**src/lpddr_cmd_pkg.sv**
```systemverilog
// Shared constants and types for the bank command legality link
package lpddr_cmd_pkg;
  localparam int BANKS = 4;
  localparam int BA_W = 2;
  localparam int ADDR_W = 14;
  localparam int AP_BIT = 10;
  localparam int CLK_PERIOD_NS = 8;
  // Timing figures in ns and their cycle counts (least times round up)
  localparam int MODE_REGISTER_DELAY_NS = 16;
  localparam int ROW_TO_COLUMN_DELAY_NS = 24;
  localparam int ROW_PRECHARGE_NS = 24;
  localparam int WRITE_RECOVERY_TIME_NS = 16;
  localparam int ROW_CYCLE_INTERVAL_NS = 80;
  localparam int BANK_TO_BANK_ACTIVATE_DELAY_NS = 16;
  localparam int SELF_REFRESH_EXIT_TIME_NS = 120;
  localparam int POWER_DOWN_EXIT_TIME_NS = 8;
  function automatic int cyc(input int ns);
    int c;
    c = (ns + CLK_PERIOD_NS - 1) / CLK_PERIOD_NS;
    return (c < 1) ? 1 : c;
  endfunction : cyc
  localparam int T_MRD = cyc(MODE_REGISTER_DELAY_NS);
  localparam int T_RCD = cyc(ROW_TO_COLUMN_DELAY_NS);
  localparam int T_RP = cyc(ROW_PRECHARGE_NS);
  localparam int T_WR = cyc(WRITE_RECOVERY_TIME_NS);
  localparam int T_RC = cyc(ROW_CYCLE_INTERVAL_NS);
  localparam int T_RRD = cyc(BANK_TO_BANK_ACTIVATE_DELAY_NS);
  localparam int T_XSR = cyc(SELF_REFRESH_EXIT_TIME_NS);
  localparam int T_XP = cyc(POWER_DOWN_EXIT_TIME_NS);
  localparam int BURST_LEN = 4;
  localparam int READ_PAIRS = BURST_LEN / 2;
  localparam int CNT_W = 5;
  // Command pin codes {ras_n, cas_n, we_n} with select low
  localparam logic [2:0] PIN_NOP = 3'h7;
  localparam logic [2:0] PIN_ACT = 3'h3;
  localparam logic [2:0] PIN_RD = 3'h5;
  localparam logic [2:0] PIN_WR = 3'h4;
  localparam logic [2:0] PIN_PRE = 3'h2;
  localparam logic [2:0] PIN_BST = 3'h6;
  localparam logic [2:0] PIN_REF = 3'h1;
  localparam logic [2:0] PIN_MRS = 3'h0;
  typedef enum logic [3:0] {
    CMD_DESEL, CMD_NOP, CMD_ACT, CMD_RD, CMD_WR, CMD_PRE,
    CMD_BST, CMD_REF, CMD_MRS
  } cmd_e;
  typedef enum logic [2:0] {
    BK_IDLE, BK_ACTIVATING, BK_ACTIVE, BK_READ, BK_WRITE,
    BK_AP_ACCESS, BK_AP_PRECHARGE, BK_PRECHARGING
  } bank_e;
  typedef enum logic [1:0] {
    EXIT_NONE, EXIT_POWER_DOWN, EXIT_SELF_REFRESH
  } exit_e;
  function automatic cmd_e decode(input logic cs_n, input logic [2:0] p);
    cmd_e c;
    c = CMD_DESEL;
    if (!cs_n) begin
      case (p)
        PIN_NOP: c = CMD_NOP;
        PIN_ACT: c = CMD_ACT;
        PIN_RD: c = CMD_RD;
        PIN_WR: c = CMD_WR;
        PIN_PRE: c = CMD_PRE;
        PIN_BST: c = CMD_BST;
        PIN_REF: c = CMD_REF;
        default: c = CMD_MRS;
      endcase
    end
    return c;
  endfunction : decode
endpackage : lpddr_cmd_pkg

```
**src/lpddr_cmd_if.sv**
```systemverilog
// Command pin bundle between memory controller and memory device
`timescale 1ns/1ns
interface lpddr_cmd_if;
  logic cke;
  logic cs_n;
  logic ras_n;
  logic cas_n;
  logic we_n;
  logic [lpddr_cmd_pkg::BA_W-1:0] ba;
  logic [lpddr_cmd_pkg::ADDR_W-1:0] addr;
  logic [1:0] dm;
  modport ctrl (output cke, cs_n, ras_n, cas_n, we_n, ba, addr, dm);
  modport dev (input cke, cs_n, ras_n, cas_n, we_n, ba, addr, dm);
endinterface : lpddr_cmd_if

```
**src/lpddr_bank_command_legality.sv**
```systemverilog
// Device end: command decode, per-bank states and legality checking
//
// Functional notes
// - Mode register access lasts mode delay
// - Precharge all precharges every bank; banks activating or auto-closing are flagged and left unchanged
// - Controller sends mode set only idle
// - Burst terminate cuts latest read anywhere
// - Controller ends read before write
// - Decode commands from select and strobes
// - Check only when clock enable steady
// - Idle bank allows commands elsewhere
// - Busy bank allows row commands elsewhere
// - Read auto-close splits access, precharge
// - Write auto-close precharge after recovery
// - Auto-close access limits other banks
// - Refresh and mode set need idle
// - Controller masks trailing write data
// - Deselect and no-op register nothing
// - Mode set loads register from address
// - Activate opens row in chosen bank
// - Controller waits row-to-column delay
// - Controller closes row, waits cycle interval
// - Controller spaces activates across banks
// - Row stays open until closed
// - Read bursts, A10 selects auto close
// - Store write data only mask low
`timescale 1ns/1ns
module lpddr_bank_command_legality (
  // Clock and reset
  input wire logic i_ref_clk,
  input wire logic i_rst_b,
  // Command pins
  lpddr_cmd_if.dev bus,
  // Write data lane enables from the data path
  input wire logic [1:0] i_wr_beat,
  // Status
  output logic o_illegal,
  output logic o_all_idle,
  output logic [lpddr_cmd_pkg::ADDR_W-1:0] o_mode_reg,
  output logic [lpddr_cmd_pkg::ADDR_W-1:0] o_ext_mode_reg,
  output logic [1:0] o_byte_store,
  output logic [lpddr_cmd_pkg::BANKS*3-1:0] o_bank_state,
  output logic [lpddr_cmd_pkg::BANKS*lpddr_cmd_pkg::ADDR_W-1:0] o_open_row
);
  localparam int NB = lpddr_cmd_pkg::BANKS;
  localparam int AW = lpddr_cmd_pkg::ADDR_W;
  localparam int CW = lpddr_cmd_pkg::CNT_W;
  typedef logic [CW-1:0] cnt_t;

  // -------------------------------------------------------------
  // Pin synchronisers
  // -------------------------------------------------------------
  // Pins come from outside, so two stages before any decode
  logic [AW+10:0] meta_r, sync_r;
  always_ff @(posedge i_ref_clk or negedge i_rst_b) begin
    if (!i_rst_b) begin
      meta_r <= '0;
      sync_r <= '0;
    end else begin
      meta_r <= {bus.cke, bus.cs_n, bus.ras_n, bus.cas_n, bus.we_n,
                 bus.ba, bus.addr, bus.dm, i_wr_beat};
      sync_r <= meta_r;
    end
  end
  logic cke, cs_n;
  logic [2:0] pins;
  logic [1:0] ba, dm, beat;
  logic [AW-1:0] addr;
  assign {cke, cs_n, pins, ba, addr, dm, beat} = sync_r;

  // -------------------------------------------------------------
  // State
  // -------------------------------------------------------------
  lpddr_cmd_pkg::bank_e st_r [NB], st_nxt [NB];
  cnt_t cnt_r [NB], cnt_nxt [NB];
  logic [AW-1:0] row_r [NB], row_nxt [NB];
  logic cke_prev_r, cke_prev_nxt;
  logic mrs_r, mrs_nxt;
  cnt_t mrs_cnt_r, mrs_cnt_nxt;
  lpddr_cmd_pkg::exit_e exit_r, exit_nxt;
  cnt_t exit_cnt_r, exit_cnt_nxt;
  logic [1:0] last_rd_bank_r, last_rd_bank_nxt;
  logic rd_live_r, rd_live_nxt;
  logic [AW-1:0] mr_r, mr_nxt, emr_r, emr_nxt;
  logic illegal_r, illegal_nxt;
  logic [1:0] store_r, store_nxt;

  function automatic logic busy_elsewhere(input lpddr_cmd_pkg::bank_e s,
                                          input lpddr_cmd_pkg::cmd_e c);
    // An auto-close access period blocks column commands elsewhere
    busy_elsewhere = (s == lpddr_cmd_pkg::BK_AP_ACCESS) &&
                     (c == lpddr_cmd_pkg::CMD_RD ||
                      c == lpddr_cmd_pkg::CMD_WR);
  endfunction : busy_elsewhere

  // -------------------------------------------------------------
  // Next state
  // -------------------------------------------------------------
  always_comb begin
    lpddr_cmd_pkg::cmd_e cmd;
    logic checking, all_idle, bad, ap;
    cmd = lpddr_cmd_pkg::decode(cs_n, pins);
    checking = cke_prev_r && cke && !mrs_r &&
               (exit_r == lpddr_cmd_pkg::EXIT_NONE);
    ap = addr[lpddr_cmd_pkg::AP_BIT];
    all_idle = 1'b1;
    for (int b = 0; b < NB; b++) begin
      if (st_r[b] != lpddr_cmd_pkg::BK_IDLE) all_idle = 1'b0;
    end
    bad = 1'b0;
    cke_prev_nxt = cke;
    mrs_nxt = mrs_r;
    mrs_cnt_nxt = mrs_cnt_r;
    exit_nxt = exit_r;
    exit_cnt_nxt = exit_cnt_r;
    last_rd_bank_nxt = last_rd_bank_r;
    rd_live_nxt = rd_live_r;
    mr_nxt = mr_r;
    emr_nxt = emr_r;
    store_nxt = beat & ~dm;
    for (int b = 0; b < NB; b++) begin
      st_nxt[b] = st_r[b];
      row_nxt[b] = row_r[b];
      cnt_nxt[b] = (cnt_r[b] != '0) ? cnt_r[b] - cnt_t'(1) : cnt_r[b];
    end
    // Timed bank transitions, ongoing work runs on unaffected
    for (int b = 0; b < NB; b++) begin
      if (cnt_r[b] <= cnt_t'(1)) begin
        case (st_r[b])
          lpddr_cmd_pkg::BK_ACTIVATING: st_nxt[b] = lpddr_cmd_pkg::BK_ACTIVE;
          lpddr_cmd_pkg::BK_READ,
          lpddr_cmd_pkg::BK_WRITE: st_nxt[b] = lpddr_cmd_pkg::BK_ACTIVE;
          lpddr_cmd_pkg::BK_AP_ACCESS: begin
            st_nxt[b] = lpddr_cmd_pkg::BK_AP_PRECHARGE;
            cnt_nxt[b] = cnt_t'(lpddr_cmd_pkg::T_RP);
          end
          lpddr_cmd_pkg::BK_AP_PRECHARGE,
          lpddr_cmd_pkg::BK_PRECHARGING: st_nxt[b] = lpddr_cmd_pkg::BK_IDLE;
          default: st_nxt[b] = st_r[b];
        endcase
      end
    end
    // Mode register access and exit windows
    if (mrs_r) begin
      mrs_cnt_nxt = mrs_cnt_r - cnt_t'(1);
      if (mrs_cnt_r <= cnt_t'(1)) mrs_nxt = 1'b0;
    end
    if (!cke_prev_r && cke) begin
      exit_nxt = lpddr_cmd_pkg::EXIT_POWER_DOWN;
      exit_cnt_nxt = cnt_t'(lpddr_cmd_pkg::T_XP);
    end else if (exit_r != lpddr_cmd_pkg::EXIT_NONE) begin
      exit_cnt_nxt = exit_cnt_r - cnt_t'(1);
      if (exit_cnt_r <= cnt_t'(1)) exit_nxt = lpddr_cmd_pkg::EXIT_NONE;
    end
    // Command acceptance; deselect and no-op register nothing
    if (checking) begin
      for (int b = 0; b < NB; b++) begin
        if (b != int'(ba) && busy_elsewhere(st_r[b], cmd)) bad = 1'b1;
      end
      case (cmd)
        lpddr_cmd_pkg::CMD_DESEL, lpddr_cmd_pkg::CMD_NOP: bad = bad;
        lpddr_cmd_pkg::CMD_MRS: begin
          if (!all_idle) bad = 1'b1;
          else begin
            mrs_nxt = 1'b1;
            mrs_cnt_nxt = cnt_t'(lpddr_cmd_pkg::T_MRD);
            if (ba[0]) emr_nxt = addr;
            else mr_nxt = addr;
          end
        end
        lpddr_cmd_pkg::CMD_REF: if (!all_idle) bad = 1'b1;
        lpddr_cmd_pkg::CMD_ACT: begin
          if (st_r[ba] != lpddr_cmd_pkg::BK_IDLE) bad = 1'b1;
          else if (!bad) begin
            st_nxt[ba] = lpddr_cmd_pkg::BK_ACTIVATING;
            cnt_nxt[ba] = cnt_t'(lpddr_cmd_pkg::T_RCD);
            row_nxt[ba] = addr;
          end
        end
        lpddr_cmd_pkg::CMD_RD, lpddr_cmd_pkg::CMD_WR: begin
          if (st_r[ba] != lpddr_cmd_pkg::BK_ACTIVE &&
              st_r[ba] != lpddr_cmd_pkg::BK_READ &&
              st_r[ba] != lpddr_cmd_pkg::BK_WRITE) bad = 1'b1;
          else if (!bad) begin
            if (cmd == lpddr_cmd_pkg::CMD_RD) begin
              last_rd_bank_nxt = ba;
              rd_live_nxt = !ap;
              st_nxt[ba] = ap ? lpddr_cmd_pkg::BK_AP_ACCESS
                              : lpddr_cmd_pkg::BK_READ;
              cnt_nxt[ba] = cnt_t'(lpddr_cmd_pkg::READ_PAIRS);
            end else begin
              st_nxt[ba] = ap ? lpddr_cmd_pkg::BK_AP_ACCESS
                              : lpddr_cmd_pkg::BK_WRITE;
              cnt_nxt[ba] = cnt_t'(lpddr_cmd_pkg::READ_PAIRS +
                                   lpddr_cmd_pkg::T_WR);
            end
          end
        end
        lpddr_cmd_pkg::CMD_PRE: begin
          for (int b = 0; b < NB; b++) begin
            if (ap || b == int'(ba)) begin
              if (st_r[b] == lpddr_cmd_pkg::BK_AP_ACCESS ||
                  st_r[b] == lpddr_cmd_pkg::BK_AP_PRECHARGE ||
                  st_r[b] == lpddr_cmd_pkg::BK_ACTIVATING) bad = 1'b1;
              else if (st_r[b] != lpddr_cmd_pkg::BK_IDLE) begin
                st_nxt[b] = lpddr_cmd_pkg::BK_PRECHARGING;
                cnt_nxt[b] = cnt_t'(lpddr_cmd_pkg::T_RP);
              end
            end
          end
        end
        lpddr_cmd_pkg::CMD_BST: begin
          if (!rd_live_r) bad = 1'b1;
          else begin
            rd_live_nxt = 1'b0;
            if (st_r[last_rd_bank_r] == lpddr_cmd_pkg::BK_READ) begin
              st_nxt[last_rd_bank_r] = lpddr_cmd_pkg::BK_ACTIVE;
              cnt_nxt[last_rd_bank_r] = '0;
            end
          end
        end
        default: bad = 1'b1;
      endcase
    end else if (cke && cke_prev_r && cmd != lpddr_cmd_pkg::CMD_DESEL &&
                 cmd != lpddr_cmd_pkg::CMD_NOP) begin
      bad = 1'b1;
    end
    if (st_r[last_rd_bank_r] != lpddr_cmd_pkg::BK_READ &&
        cmd != lpddr_cmd_pkg::CMD_RD) rd_live_nxt = 1'b0;
    illegal_nxt = bad;
  end

  // -------------------------------------------------------------
  // Registers
  // -------------------------------------------------------------
  always_ff @(posedge i_ref_clk or negedge i_rst_b) begin
    if (!i_rst_b) begin
      for (int b = 0; b < NB; b++) begin
        st_r[b] <= lpddr_cmd_pkg::BK_IDLE;
        cnt_r[b] <= '0;
        row_r[b] <= '0;
      end
      cke_prev_r <= 1'b0;
      mrs_r <= 1'b0;
      mrs_cnt_r <= '0;
      exit_r <= lpddr_cmd_pkg::EXIT_NONE;
      exit_cnt_r <= '0;
      last_rd_bank_r <= '0;
      rd_live_r <= 1'b0;
      mr_r <= '0;
      emr_r <= '0;
      illegal_r <= 1'b0;
      store_r <= '0;
    end else begin
      st_r <= st_nxt;
      cnt_r <= cnt_nxt;
      row_r <= row_nxt;
      cke_prev_r <= cke_prev_nxt;
      mrs_r <= mrs_nxt;
      mrs_cnt_r <= mrs_cnt_nxt;
      exit_r <= exit_nxt;
      exit_cnt_r <= exit_cnt_nxt;
      last_rd_bank_r <= last_rd_bank_nxt;
      rd_live_r <= rd_live_nxt;
      mr_r <= mr_nxt;
      emr_r <= emr_nxt;
      illegal_r <= illegal_nxt;
      store_r <= store_nxt;
    end
  end

  // -------------------------------------------------------------
  // Registered outputs
  // -------------------------------------------------------------
  logic all_idle_r;
  logic [NB*3-1:0] st_flat_r;
  logic [NB*AW-1:0] row_flat_r;
  always_ff @(posedge i_ref_clk or negedge i_rst_b) begin
    if (!i_rst_b) begin
      all_idle_r <= 1'b1;
      st_flat_r <= '0;
      row_flat_r <= '0;
    end else begin
      all_idle_r <= !mrs_nxt;
      for (int b = 0; b < NB; b++) begin
        if (st_nxt[b] != lpddr_cmd_pkg::BK_IDLE) all_idle_r <= 1'b0;
        st_flat_r[b*3 +: 3] <= st_nxt[b];
        row_flat_r[b*AW +: AW] <= row_nxt[b];
      end
    end
  end
  assign o_illegal = illegal_r;
  assign o_all_idle = all_idle_r;
  assign o_mode_reg = mr_r;
  assign o_ext_mode_reg = emr_r;
  assign o_byte_store = store_r;
  assign o_bank_state = st_flat_r;
  assign o_open_row = row_flat_r;
endmodule : lpddr_bank_command_legality

```
**src/flat_wrapper.sv**
```systemverilog
// flat-port wrapper written by rule: the top's interface ports become plain ports
module lpddr_bank_command_legality_flat 
  (i_ref_clk, i_rst_b, i_wr_beat, o_illegal, o_all_idle, o_mode_reg, o_ext_mode_reg, o_byte_store, o_bank_state, o_open_row, bus_cke, bus_cs_n, bus_ras_n, bus_cas_n, bus_we_n, bus_ba, bus_addr, bus_dm);
  lpddr_cmd_if bus_i ();
  input wire logic i_ref_clk;
  input wire logic i_rst_b;
  input wire logic [1:0] i_wr_beat;
  output logic o_illegal;
  output logic o_all_idle;
  output logic [lpddr_cmd_pkg::ADDR_W-1:0] o_mode_reg;
  output logic [lpddr_cmd_pkg::ADDR_W-1:0] o_ext_mode_reg;
  output logic [1:0] o_byte_store;
  output logic [lpddr_cmd_pkg::BANKS*3-1:0] o_bank_state;
  output logic [lpddr_cmd_pkg::BANKS*lpddr_cmd_pkg::ADDR_W-1:0] o_open_row;
  input wire logic [$bits(bus_i.cke)-1:0] bus_cke;
  input wire logic [$bits(bus_i.cs_n)-1:0] bus_cs_n;
  input wire logic [$bits(bus_i.ras_n)-1:0] bus_ras_n;
  input wire logic [$bits(bus_i.cas_n)-1:0] bus_cas_n;
  input wire logic [$bits(bus_i.we_n)-1:0] bus_we_n;
  input wire logic [$bits(bus_i.ba)-1:0] bus_ba;
  input wire logic [$bits(bus_i.addr)-1:0] bus_addr;
  input wire logic [$bits(bus_i.dm)-1:0] bus_dm;
  assign bus_i.cke = bus_cke;
  assign bus_i.cs_n = bus_cs_n;
  assign bus_i.ras_n = bus_ras_n;
  assign bus_i.cas_n = bus_cas_n;
  assign bus_i.we_n = bus_we_n;
  assign bus_i.ba = bus_ba;
  assign bus_i.addr = bus_addr;
  assign bus_i.dm = bus_dm;
  lpddr_bank_command_legality u_core (.i_ref_clk(i_ref_clk), .i_rst_b(i_rst_b), .bus(bus_i), .i_wr_beat(i_wr_beat), .o_illegal(o_illegal), .o_all_idle(o_all_idle), .o_mode_reg(o_mode_reg), .o_ext_mode_reg(o_ext_mode_reg), .o_byte_store(o_byte_store), .o_bank_state(o_bank_state), .o_open_row(o_open_row));
endmodule
```
**config.mk**
```make
export PLATFORM = sky130hd
export DESIGN_NAME = lpddr_bank_command_legality_flat
export DESIGN_NICKNAME = d
export VERILOG_FILES = /design/src/lpddr_cmd_pkg.sv /design/src/lpddr_cmd_if.sv /design/src/lpddr_bank_command_legality.sv /design/src/flat_wrapper.sv
export SDC_FILE = /design/constraint.sdc
export NUM_CORES = 1
export LEC_CHECK = 0
export CELL_PAD_IN_SITES_DETAIL_PLACEMENT = 1
export CELL_PAD_IN_SITES_GLOBAL_PLACEMENT = 1
export CORE_ASPECT_RATIO = 1.5
export CORE_UTILIZATION = 45
export CTS_CLUSTER_DIAMETER = 120
export DETAILED_ROUTE_END_ITERATION = 12
export DONT_BUFFER_PORTS = 1
export PLACE_DENSITY_LB_ADDON = 0.1
export SYNTH_ARGS = -nofsm -noshare
export SYNTH_HDL_FRONTEND = slang
export SYNTH_SLANG_ARGS = --single-unit
```
**constraint.sdc**
```tcl
create_clock -name i_ref_clk -period 5.45 [get_ports i_ref_clk]
set_input_delay 0.2725 -clock i_ref_clk [delete_from_list [all_inputs] [get_ports i_ref_clk]]
set_output_delay 0.2725 -clock i_ref_clk [all_outputs]
set_load 0.05 [all_outputs]
```
Yosys cells after proc, flatten, opt, wreduce, memory -nomap -nowiden
Index checks and enable logic that the tools add are counted.
{"block": "totals", "register_bits": 255, "out_inout_bits": 100}
{"block": "op_classes", "n_addsub": 6, "magnitude_cmp": 10, "n_eq_ne": 55, "n_mux": 137, "n_bitwise": 24, "reduce_logical": 75}
{"op": "2-to-1 mux 56 bit", "count": 4}
{"op": "2-to-1 mux 20 bit", "count": 8}
{"op": "2-to-1 mux 5 bit", "count": 32}
{"op": "2-to-1 mux 12 bit", "count": 8}
{"op": "case mux 20 bit (4 select lines)", "count": 1}
{"op": "2-to-1 mux 3 bit", "count": 23}
{"op": "== test 3 bit, second input constant", "count": 20}
{"op": "bitwise mux 56 bit", "count": 1}
{"op": "case mux 12 bit (4 select lines)", "count": 1}
{"op": "2-to-1 mux 1 bit", "count": 38}
{"op": "case mux 3 bit (3 select lines)", "count": 4}
{"op": "AND 16 bit", "count": 2}
{"op": "NOT 16 bit", "count": 2}
{"op": "<= comparator 5 x 1 -> 1 bit, second input constant", "count": 6}
{"op": "nonzero test 3 bit", "count": 10}
{"op": "subtractor 5 x 1 -> 5 bit, second input constant", "count": 6}
{"op": "demux 14 bit (select 2 bit)", "count": 1}
{"op": "case mux 4 bit (7 select lines)", "count": 1}
{"op": "bitwise mux 12 bit", "count": 2}
{"op": "== test 3 x 2 -> 1 bit, second input constant", "count": 7}
{"op": "AND 20 bit", "count": 1}
{"op": "demux 5 bit (select 2 bit)", "count": 2}
{"op": "NOT 20 bit", "count": 1}
{"op": "nonzero test 5 bit", "count": 4}
{"op": "other kinds (45)", "count": 122}

Depth between registers and ports, before layout
Gate-level depths: netlist of run 1.
{"block": "logic_depth", "depth_word": 22, "mapped_depth": 10, "ltp_nobuf": 10}

Worst setup path after synthesis of run 1
No wires, ideal clock.
{"block": "synth_path", "path_type": "register to register", "startpoint": "reg u_core.o_bank_state[5] (netlist name)", "endpoint": "reg u_core.row_flat_r[55], in the netlist u_core.o_open_row[55]", "setup_ns": 0.125, "arrival_time_ns": 2.954, "path_slack_ns": 2.371, "stages_incl_launch_ff": 10, "path_buffers": 4, "synth_period_minus_slack_ns": 3.079, "cell_sequence": "dfrtp_1 -> clkbuf_1 -> mux4_1 -> nor3_2 -> nor2b_1 -> buf_2 -> and3_1 -> clkbuf_1 -> buf_2 -> mux2_2"}
{"element": "end signal: indexed assignment", "line_no": "lpddr_bank_command_legality.sv:288", "source": "row_flat_r[b*AW +: AW] <= row_nxt[b];"}
{"element": "end: declaration", "line_no": "lpddr_bank_command_legality.sv:277", "source": "logic [NB*AW-1:0] row_flat_r;"}

==> flow_summary.yaml, run 1 <==
timing:
  clock_skew_ns: 0.0153
  min_period_ns: 4.00
  slew_headroom: 0.303
  rsz0062_at_grt: "false"
  setup_viol: 0
  final.setup.tns_ns: 0
  final.period_utilization: 0.734
  drv_slew: 0
  worst_pin_slew_ns: 1.04
  holdWs_ns: 0.346
  finalHoldViolCount: 0
  max_freq_mhz: 250
clock_tree:
  ctsRootBufferMaster: "clkbuf_16"
  post_cts_buffers: 0
  cts_made_buffers: 17
  clockBufferDepth: 2
  cts_sinks: 186
  path_clk_slew_ns: 0.07
  htreeDepth: 4
  tritoncts: "done"
  clk-insertion-delay-late_ns: 0.44
cells_and_area:
  multi_input_area_mm2: 0.00360
  final_common_cell: "dfrtp_1"
  fill_cells: 1905
  final_cell_mix: "dfrtp_1, mux2_2, nor2_1"
  drive_gt1_frac: 0.186
  largest_reg_flops: 52
  final_cells: 1020
  regArea_mm2: 0.00466
  max_flop_register: "u_core.row_r"
  fin_nets: 794
  top_regs: "u_core.row_r: 52 flops, u_core.meta_r: 25 flops, u_core.sync_r: 25 flops"
  area_growth_pct: 12.9
  diodes: 0
synthesis:
  synth_seq_cells: 186
  ys_seq_area_frac: 0.548
  synth.distinct_cells: 73
  yosysWarnings: 0
  syn_nets: 779
  async_reset_ff_frac: 1.00
  synthFlopType: "dfrtp_1"
  synth_edf_count: 0
  syn-cell-area_mm2: 0.00849
  syn_inst: 740
  avgSynthCellArea_um2: 11.5
setup_path:
  path_max_fanout: 15
  end_kind: "flop"
  arrival_ns: 4.33
  crit_type: "reg2reg"
  startpoint_type: "flop"
  critPathRequiredTime_ns: 5.78
floorplanning:
  dieArea_mm2: 0.0194
  std_cell_rows: 61
  start_util: 0.460
  coreArea_mm2: 0.0185
  ioPinCount: 127
  fp.dieH_um: 170
  chipWidth_um: 114
routing:
  drt-initial-drc-count: 359
  num_vias: 6140
  via_per_inst: 6.02
  route.final.wire_length_mm: 26.0
  drt.antenna.violating_nets: 0
  avgRoutedWirePerCell_um: 25.5
  dr.pass1.iters: 6
  route.detailed.drc: 0
power_and_ir_drop:
  power_leakage_nw: 4.30
  ir_drop_uv: 344
  power.density_mw_per_mm2: 430
min_path:
  hold_path_class: "reg2reg"
grt:
  grt_pass1_wl_mm: 40.7
  grt.overflow.total: 0
  grt_max_degree: 187
  gr-usage-all-layers: 0.286
  grt_pass1_vias: 6905
  antenna_found_initial: 0
flow_run:
  cap_violations: 0
placed_design:
  gp_congestion: 0.930
  port_buffers: 0
  place_inst: 961
  dp_hpwl_mm: 17.6
status:
  status: "complete, no violations"
layout make-up:
class                           instances  area share
Sequential cell                       186       0.486
Multi-Input combinational cell        496       0.375
Clock buffer                           23      0.0509
Timing Repair Buffer                   37      0.0379
Tap cell                              252      0.0329
Clock inverter                          9      0.0106
Inverter                               17     0.00666
timing repair:
action,4_1_cts,5_1_grt
hold buffers,27,0
resized for setup,0,0
hold endpoints to repair,211,0
final timing paths:
kind / start / endpoint / slack (ns) / cells past startpoint
max in group asynchronous: i_rst_b / u_core.row_r[51] / 4.14 / 2
min in group asynchronous: i_rst_b / u_core.cnt_r[14] / 0.47 / 2
setup / recovery: u_core.o_bank_state[5] / u_core.row_r[18] / 1.45 / 5
setup reg to reg: u_core.o_bank_state[5] / u_core.row_r[18] / 1.45 / 5
hold / removal: u_core.meta_r[11] / u_core.sync_r[11] / 0.35 / 0
hold reg to reg: u_core.meta_r[11] / u_core.sync_r[11] / 0.35 / 0
where the power goes:
group	switching [W]	internal [W]	total, W	leakage, nW
Sequential	0.000478	0.00157	0.00204	2.42
Clock	0.000560	0.000691	0.00125	0.293
Combinational	0.000459	0.000369	0.000828	1.59
kinds of logic (layout without fill, tap and decap cells):
| kind of cell | after synthesis | count (layout) | share of synthesized area |
|---|---|---|---|
| flip-flops | 186 | 186 | 0.548 |
| buffers and inverters | 58 | 86 | 0.0284 |
| AO/OA/AOI/OAI | 142 | 142 | 0.112 |
| XOR/XNOR | 20 | 20 | 0.0206 |
| AND/OR/NAND/NOR | 228 | 228 | 0.144 |
| multiplexers | 94 | 94 | 0.129 |
| adder cells (fa/ha/maj) | 12 | 12 | 0.0177 |
Yosys cell counts (all sizes together), types with 5 or more instances:
cell type | count | share of area
dfrtp | 185 | 0.55
mux2 | 83 | 0.11
nor2 | 62 | 0.027
o21ai | 39 | 0.023
nand2 | 38 | 0.017
nor3 | 33 | 0.020
clkbuf | 31 | 0.014
a21oi | 25 | 0.015
inv | 17 | 0.0075
xnor2 | 16 | 0.017
nor2b | 14 | 0.010
nand3 | 13 | 0.0083
ha | 12 | 0.018
o22ai | 12 | 0.0088
a31oi | 11 | 0.0081
buf | 10 | 0.0072
nand2b | 10 | 0.0074
and3 | 9 | 0.0066
a211oi | 8 | 0.0071
and2 | 8 | 0.0059
a21o | 7 | 0.0062
mux2i | 7 | 0.0083
nor3b | 6 | 0.0059
nor4 | 6 | 0.0052
nor4b | 6 | 0.0077
a22o | 5 | 0.0052
nand3b | 5 | 0.0044
or3 | 5 | 0.0037
per-layer routing:
metal	share of wire	up-vias	GRT usage
li1	-	2687	-
met1	0.36	3142	0.316
met2	0.51	242	0.489
met3	0.072	69	0.0808
met4	0.050	0	0.167
met5	0	-	0
stage by stage:
stage	cell area (um2)	util	total power [W]	setup WS, ns
finish	9580	0.519	0.00412	1.45
global route	9580	0.519	0.00432	1.22
CTS	9580	0.519	0.00415	1.41
detailed placement	8710	0.471	0.00284	1.47
global placement	8710	0.471	0.00278	1.63
floorplan	8490	-	0.00260	2.37
worst max-delay path, cell delays in order (launching register included):
cell     delay [ns]
dfrtp_1        0.67
mux4_1         0.71
nor3_2         0.44
nor2b_1        0.73
nand3_1        0.77
mux2_2         0.55
Note: power is estimated with default switching activity, not from simulation.
==> inputs of run 2 (changes only) <==
--- a/config.mk
+++ b/config.mk
@@ -5,6 +5,7 @@
 export SDC_FILE = /design/constraint.sdc
 export NUM_CORES = 1
 export LEC_CHECK = 0
+export ABC_AREA = 1
 export CELL_PAD_IN_SITES_DETAIL_PLACEMENT = 1
 export CELL_PAD_IN_SITES_GLOBAL_PLACEMENT = 1
 export CORE_ASPECT_RATIO = 1.5
==> constraint.sdc (replaced) <==
create_clock -name i_ref_clk -period 4.1 [get_ports i_ref_clk]
set_input_delay 0.205 -clock i_ref_clk [delete_from_list [all_inputs] [get_ports i_ref_clk]]
set_output_delay 0.205 -clock i_ref_clk [all_outputs]
set_load 0.05 [all_outputs]
==> run 2 against run 1 <==
Against the previous run: the run now ends with hold timing left; non-clock buffer count shrank 7; wire length down 0.45%; combinational power is 90% higher; register-to-register slack got worse by 0.53 ns; first-iteration DRC count decreased by 5.0%.
==> flow_summary.yaml, run 2 <==
synthesis:
  syn_nets: 1072
  synth_edf_count: 0
  synthFlopType: "dfrtp_1"
  syn-cell-area_mm2: 0.00870
  avgSynthCellArea_um2: 8.42
  ys_seq_area_frac: 0.535
  synth_top_area_frac: 0.532
  syn_inst: 1033
  yosysWarnings: 0
  synth.area.top_cells: "dfrtp_1, nand2_1, inv_1, nand3_1, o21ai_0"
  synth_top_area_cell: "dfrtp_1"
  yosys-top-cells-count: "nand2_1, dfrtp_1, inv_1"
  synth_seq_cells: 186
  yosysMostFrequentCell: "nand2_1"
  async_reset_ff_frac: 1.00
  synth.distinct_cells: 47
clock_tree:
  path_clk_slew_ns: 0.07
  clockBufferDepth: 2
  cts_sinks: 186
  post_cts_buffers: 0
  htreeDepth: 4
  clk-insertion-delay-late_ns: 0.44
  cts_resized: 0
  cts_hold_buf: 25
  cts_made_buffers: 17
  ctsRootBufferMaster: "clkbuf_16"
  tritoncts: "done"
routing:
  route.final.wire_length_mm: 25.9
  via_per_inst: 5.44
  num_vias: 7180
  dr.pass1.iters: 5
  drt-initial-drc-count: 341
  route.detailed.drc: 0
  drt.antenna.violating_nets: 0
  avgRoutedWirePerCell_um: 19.6
grt:
  antenna_found_initial: 0
  grt_max_degree: 187
  grt.overflow.total: 0
  grt_pass1_wl_mm: 40.8
  gr-usage-all-layers: 0.277
  grt_pass1_vias: 7694
status:
  violations: "hold timing"
  status: "finished, violations left"
floorplanning:
  start_util: 0.465
  ioPinCount: 127
  chipWidth_um: 116
  coreArea_mm2: 0.0187
  dieArea_mm2: 0.0199
  std_cell_rows: 61
  fp.dieH_um: 172
setup_path:
  startpoint_type: "flop"
  crit_type: "reg2reg"
  arrival_ns: 3.52
  critPathRequiredTime_ns: 4.44
  path_max_fanout: 28
  end_kind: "flop"
timing:
  drv_slew: 0
  final.period_utilization: 0.776
  clock_skew_ns: 0.00882
  worst_pin_slew_ns: 0.970
  finalHoldViolCount: 186
  final.setup.tns_ns: 0
  max_freq_mhz: 314
  setup_viol: 0
  rsz0062_at_grt: "false"
  min_period_ns: 3.18
  slew_headroom: 0.353
  holdWs_ns: -0.544
cells_and_area:
  final_cells: 1321
  top_regs: "u_core.row_r: 52 flops, u_core.meta_r: 25 flops, u_core.sync_r: 25 flops"
  stdcell_area_mm2: 0.00972
  regArea_mm2: 0.00466
  area_growth_pct: 11.8
  fill_cells: 2240
  max_flop_register: "u_core.row_r"
  final_cell_mix: "nand2_1, dfrtp_1, inv_1"
  largest_reg_flops: 52
  drive_gt1_frac: 0.0804
  fin_nets: 1095
  multi_input_area_mm2: 0.00343
  diodes: 0
  final_common_cell: "nand2_1"
power_and_ir_drop:
  ir_drop_uv: 473
  p_total_w: 0.00590
  power.density_mw_per_mm2: 606
  power_leakage_nw: 4.83
placed_design:
  gp_congestion: 0.928
  place_inst: 1264
  port_buffers: 0
  dp_hpwl_mm: 18.6
  dpl_cell_area_mm2: 0.00890
min_path:
  hold_path_class: "in2async"
flow_run:
  cap_violations: 0
[run 2: final timing paths]
| kind | startpoint | to | slack [ns] | cells past startpoint |
|---|---|---|---|---|
| setup / recovery | u_core.sync_r[18] | u_core.row_r[37] | 0.92 | 10 |
| max in group asynchronous | i_rst_b | u_core.o_all_idle | 4.18 | 0 |
| hold / removal | i_rst_b | u_core.cnt_r[5] | -0.54 | 0 |
| hold reg to reg | u_core.meta_r[21] | u_core.sync_r[21] | 0.35 | 0 |
| min in group i_ref_clk | bus_addr[4] | u_core.meta_r[8] | 0.32 | 1 |
| setup reg to reg | u_core.sync_r[18] | u_core.row_r[37] | 0.92 | 10 |
[run 2: per-layer routing]
layer | vias up | part of all wire | global-route usage
li1 | 3395 | - | -
met1 | 3540 | 0.38 | 0.307
met2 | 194 | 0.52 | 0.490
met3 | 51 | 0.064 | 0.0676
met4 | 0 | 0.044 | 0.140
met5 | - | 0 | 0
[run 2: cells by family (layout without fill, tap and decap cells)]
family	count (synthesis)	after routing	synth area share
xor gates and xnor gates	4	4	0.00403
and+or+nand+nor	503	503	0.259
adders and majority gates	12	12	0.0173
AOI/OAI and AO/OA	178	178	0.113
buffers and inverters	150	186	0.0712
DFF	186	186	0.535
[run 2: cell type report]
| cell class | instances | share of cell area |
|---|---|---|
| Clock buffer | 19 | 0.0445 |
| Sequential cell | 186 | 0.479 |
| Multi-Input combinational cell | 697 | 0.353 |
| Tap cell | 252 | 0.0324 |
| Inverter | 124 | 0.0479 |
| Clock inverter | 13 | 0.0143 |
| Timing Repair Buffer | 30 | 0.0296 |
[run 2: critical path: stages, from the launching register on]
cell	delay, ns
dfrtp_1	0.82
inv_2	0.26
nand3_1	0.14
nand2_1	0.12
nor2_4	0.17
nand2_2	0.11
nor2_8	0.21
nand3_2	0.13
nor2_1	0.15
nand2_1	0.56
o21ai_1	0.38
[run 2: power by group]
group | internal (W) | switching (W) | leakage, nW
clock network | 0.000857 | 0.000762 | 0.279
logic | 0.000531 | 0.00104 | 2.14
registers | 0.00207 | 0.000633 | 2.41
[run 2: per-stage QoR]
stage	worst slack [ns]	hold slack, ns	util
finish	0.919	-0.544	0.520
global route	0.707	-0.556	0.520
CTS	0.939	-0.552	0.520
detailed placement	0.966	-0.0806	0.476
global placement	1.01	-0.0806	0.476
floorplan	1.84	-0.0906	-
==> inputs of run 3 (changes only) <==
--- a/config.mk
+++ b/config.mk
@@ -5,7 +5,7 @@
 export SDC_FILE = /design/constraint.sdc
 export NUM_CORES = 1
 export LEC_CHECK = 0
-export ABC_AREA = 1
+export ABC_AREA = 0
 export CELL_PAD_IN_SITES_DETAIL_PLACEMENT = 1
 export CELL_PAD_IN_SITES_GLOBAL_PLACEMENT = 1
 export CORE_ASPECT_RATIO = 1.5
==> constraint.sdc (replaced) <==
create_clock -name i_ref_clk -period 3.2 [get_ports i_ref_clk]
set_input_delay 0.16 -clock i_ref_clk [delete_from_list [all_inputs] [get_ports i_ref_clk]]
set_output_delay 0.16 -clock i_ref_clk [all_outputs]
set_load 0.05 [all_outputs]
==> run 3 against run 2 <==
Against the previous run: the run still ends with hold timing left; critical path depth down 2; clock power up 27%; final area up 2.7%; hold slack worse by 0.041 ns; non-clock buffer count up 59; utilization up 2.0 points; worst setup slack worse by 0.71 ns; clock-buffer cell count down 1; sequential cell count unchanged; sequential power up 25%.
==> flow_summary.yaml, run 3 (same netlist as run 1, synthesis figures left out) <==
floorplanning:
  fp.dieH_um: 170
  coreArea_mm2: 0.0185
  start_util: 0.460
  ioPinCount: 127
  dieArea_mm2: 0.0194
  chipWidth_um: 114
  std_cell_rows: 61
grt:
  grt.overflow.total: 0
  grt_pass1_wl_mm: 40.7
  grt_pass1_vias: 6957
  antenna_found_initial: 0
  grt_max_degree: 187
  gr-usage-all-layers: 0.286
timing:
  setup_viol: 0
  rsz0062_at_grt: "false"
  finalHoldViolCount: 186
  max_freq_mhz: 334
  final.period_utilization: 0.935
  drv_slew: 0
  final.setup.tns_ns: 0
  clock_skew_ns: 0.0118
  min_period_ns: 2.99
  worst_pin_slew_ns: 0.684
  holdWs_ns: -0.585
  slew_headroom: 0.540
power_and_ir_drop:
  ir_drop_uv: 494
  power_leakage_nw: 4.55
  power.density_mw_per_mm2: 701
min_path:
  hold_path_class: "in2async"
clock_tree:
  cts_hold_buf: 25
  htreeDepth: 4
  post_cts_buffers: 0
  path_clk_slew_ns: 0.08
  ctsRootBufferMaster: "clkbuf_16"
  cts_made_buffers: 17
  tritoncts: "done"
  cts_sinks: 186
  clockBufferDepth: 2
  clk-insertion-delay-late_ns: 0.44
setup_path:
  startpoint_type: "flop"
  path_max_fanout: 11
  critPathRequiredTime_ns: 3.57
  crit_type: "reg2reg"
  arrival_ns: 3.37
  end_kind: "flop"
cells_and_area:
  drive_gt1_frac: 0.242
  fill_cells: 1944
  fin_nets: 846
  final_cell_mix: "dfrtp_1, mux2_2, nor2_1"
  final_common_cell: "dfrtp_1"
  diodes: 0
  top_regs: "u_core.row_r: 52 flops, u_core.meta_r: 25 flops, u_core.sync_r: 25 flops"
  area_growth_pct: 17.6
  max_flop_register: "u_core.row_r"
  largest_reg_flops: 52
placed_design:
  gp_congestion: 0.927
  port_buffers: 0
  dp_hpwl_mm: 18.3
flow_run:
  cap_violations: 0
routing:
  avgRoutedWirePerCell_um: 24.8
  route.final.wire_length_mm: 26.5
  via_per_inst: 5.85
  route.detailed.drc: 0
  num_vias: 6264
  drt.antenna.violating_nets: 0
  drt-initial-drc-count: 286
  dr.pass1.iters: 5
status:
  violations: "hold timing"
  status: "finished, violations left"
==> run 3: cell count changes in the layout (fill, tap and decap cells not counted), moves of 48 or more <==
cell	delta
buf_4	+56
mux2_2	+83
nand3_1	-60
o21ai_1	-48
inv_1	-98
nand2_1	-232
==> run 3: timing repair <==
| item | 4_1_cts | 5_1_grt |
|---|---|---|
| setup endpoints to repair | 0 | 1 |
| resized for setup | 0 | 2 |
| endpoints found under the hold margin | 211 | 186 |
==> run 3: path summary, 6_finish.rpt <==
path	slack, ns	startpoint	to	cells past startpoint
setup / recovery	0.21	u_core.sync_r[18]	u_core.o_all_idle	8
hold / removal	-0.58	i_rst_b	u_core.cnt_r[14]	0
setup reg to reg	0.21	u_core.sync_r[18]	u_core.o_all_idle	8
hold reg to reg	0.34	u_core.meta_r[15]	u_core.sync_r[15]	0
max in group asynchronous	3.44	i_rst_b	u_core.o_all_idle	0
min in group i_ref_clk	0.28	bus_addr[10]	u_core.meta_r[14]	1
==> run 3: power by group <==
group / switching (W) / internal, W
registers: 0.000720 / 0.00267
clock network: 0.000997 / 0.00105
logic: 0.000866 / 0.000701
==> run 3: metrics by stage <==
step                power, W  setup WS, ns  cell area [um2]   util  instances
CTS                  0.00703         0.230             9980  0.540       1071
floorplan            0.00443         0.121             8490      -        740
global placement     0.00484         0.284             9160  0.496       1015
finish               0.00700         0.209             9980  0.540       1071
detailed placement   0.00493         0.254             9160  0.496       1015
global route         0.00733        0.0122             9980  0.540       1071
==> run 3: area by class of cell <==
class                   count  area [um2]  area share
flip-flops and latches    186        4660       0.466
clock buffers              18         439      0.0440
inverters                  17        63.8     0.00639
multi-input cells         496        3610       0.361
repair buffers             89         768      0.0770
clock inverters            13         134      0.0134
well taps                 252         315      0.0316
==> run 3: routing by layer <==
layer  global-route usage  up-vias  wire, um
li1                     -     2783         -
met1                0.325     3212      9990
met2                0.501      213     13900
met3               0.0670       56      1580
met4                0.144        0      1040
met5                    0        -         0
==> run 3: critical path, cell delays in order (launching register included) <==
cell,delay (ns)
dfrtp_1,0.46
mux4_2,0.58
or3b_4,0.45
nand2_2,0.24
nand3_2,0.15
a2111oi_1,0.43
o22ai_1,0.17
nor4_1,0.25
and3_1,0.20
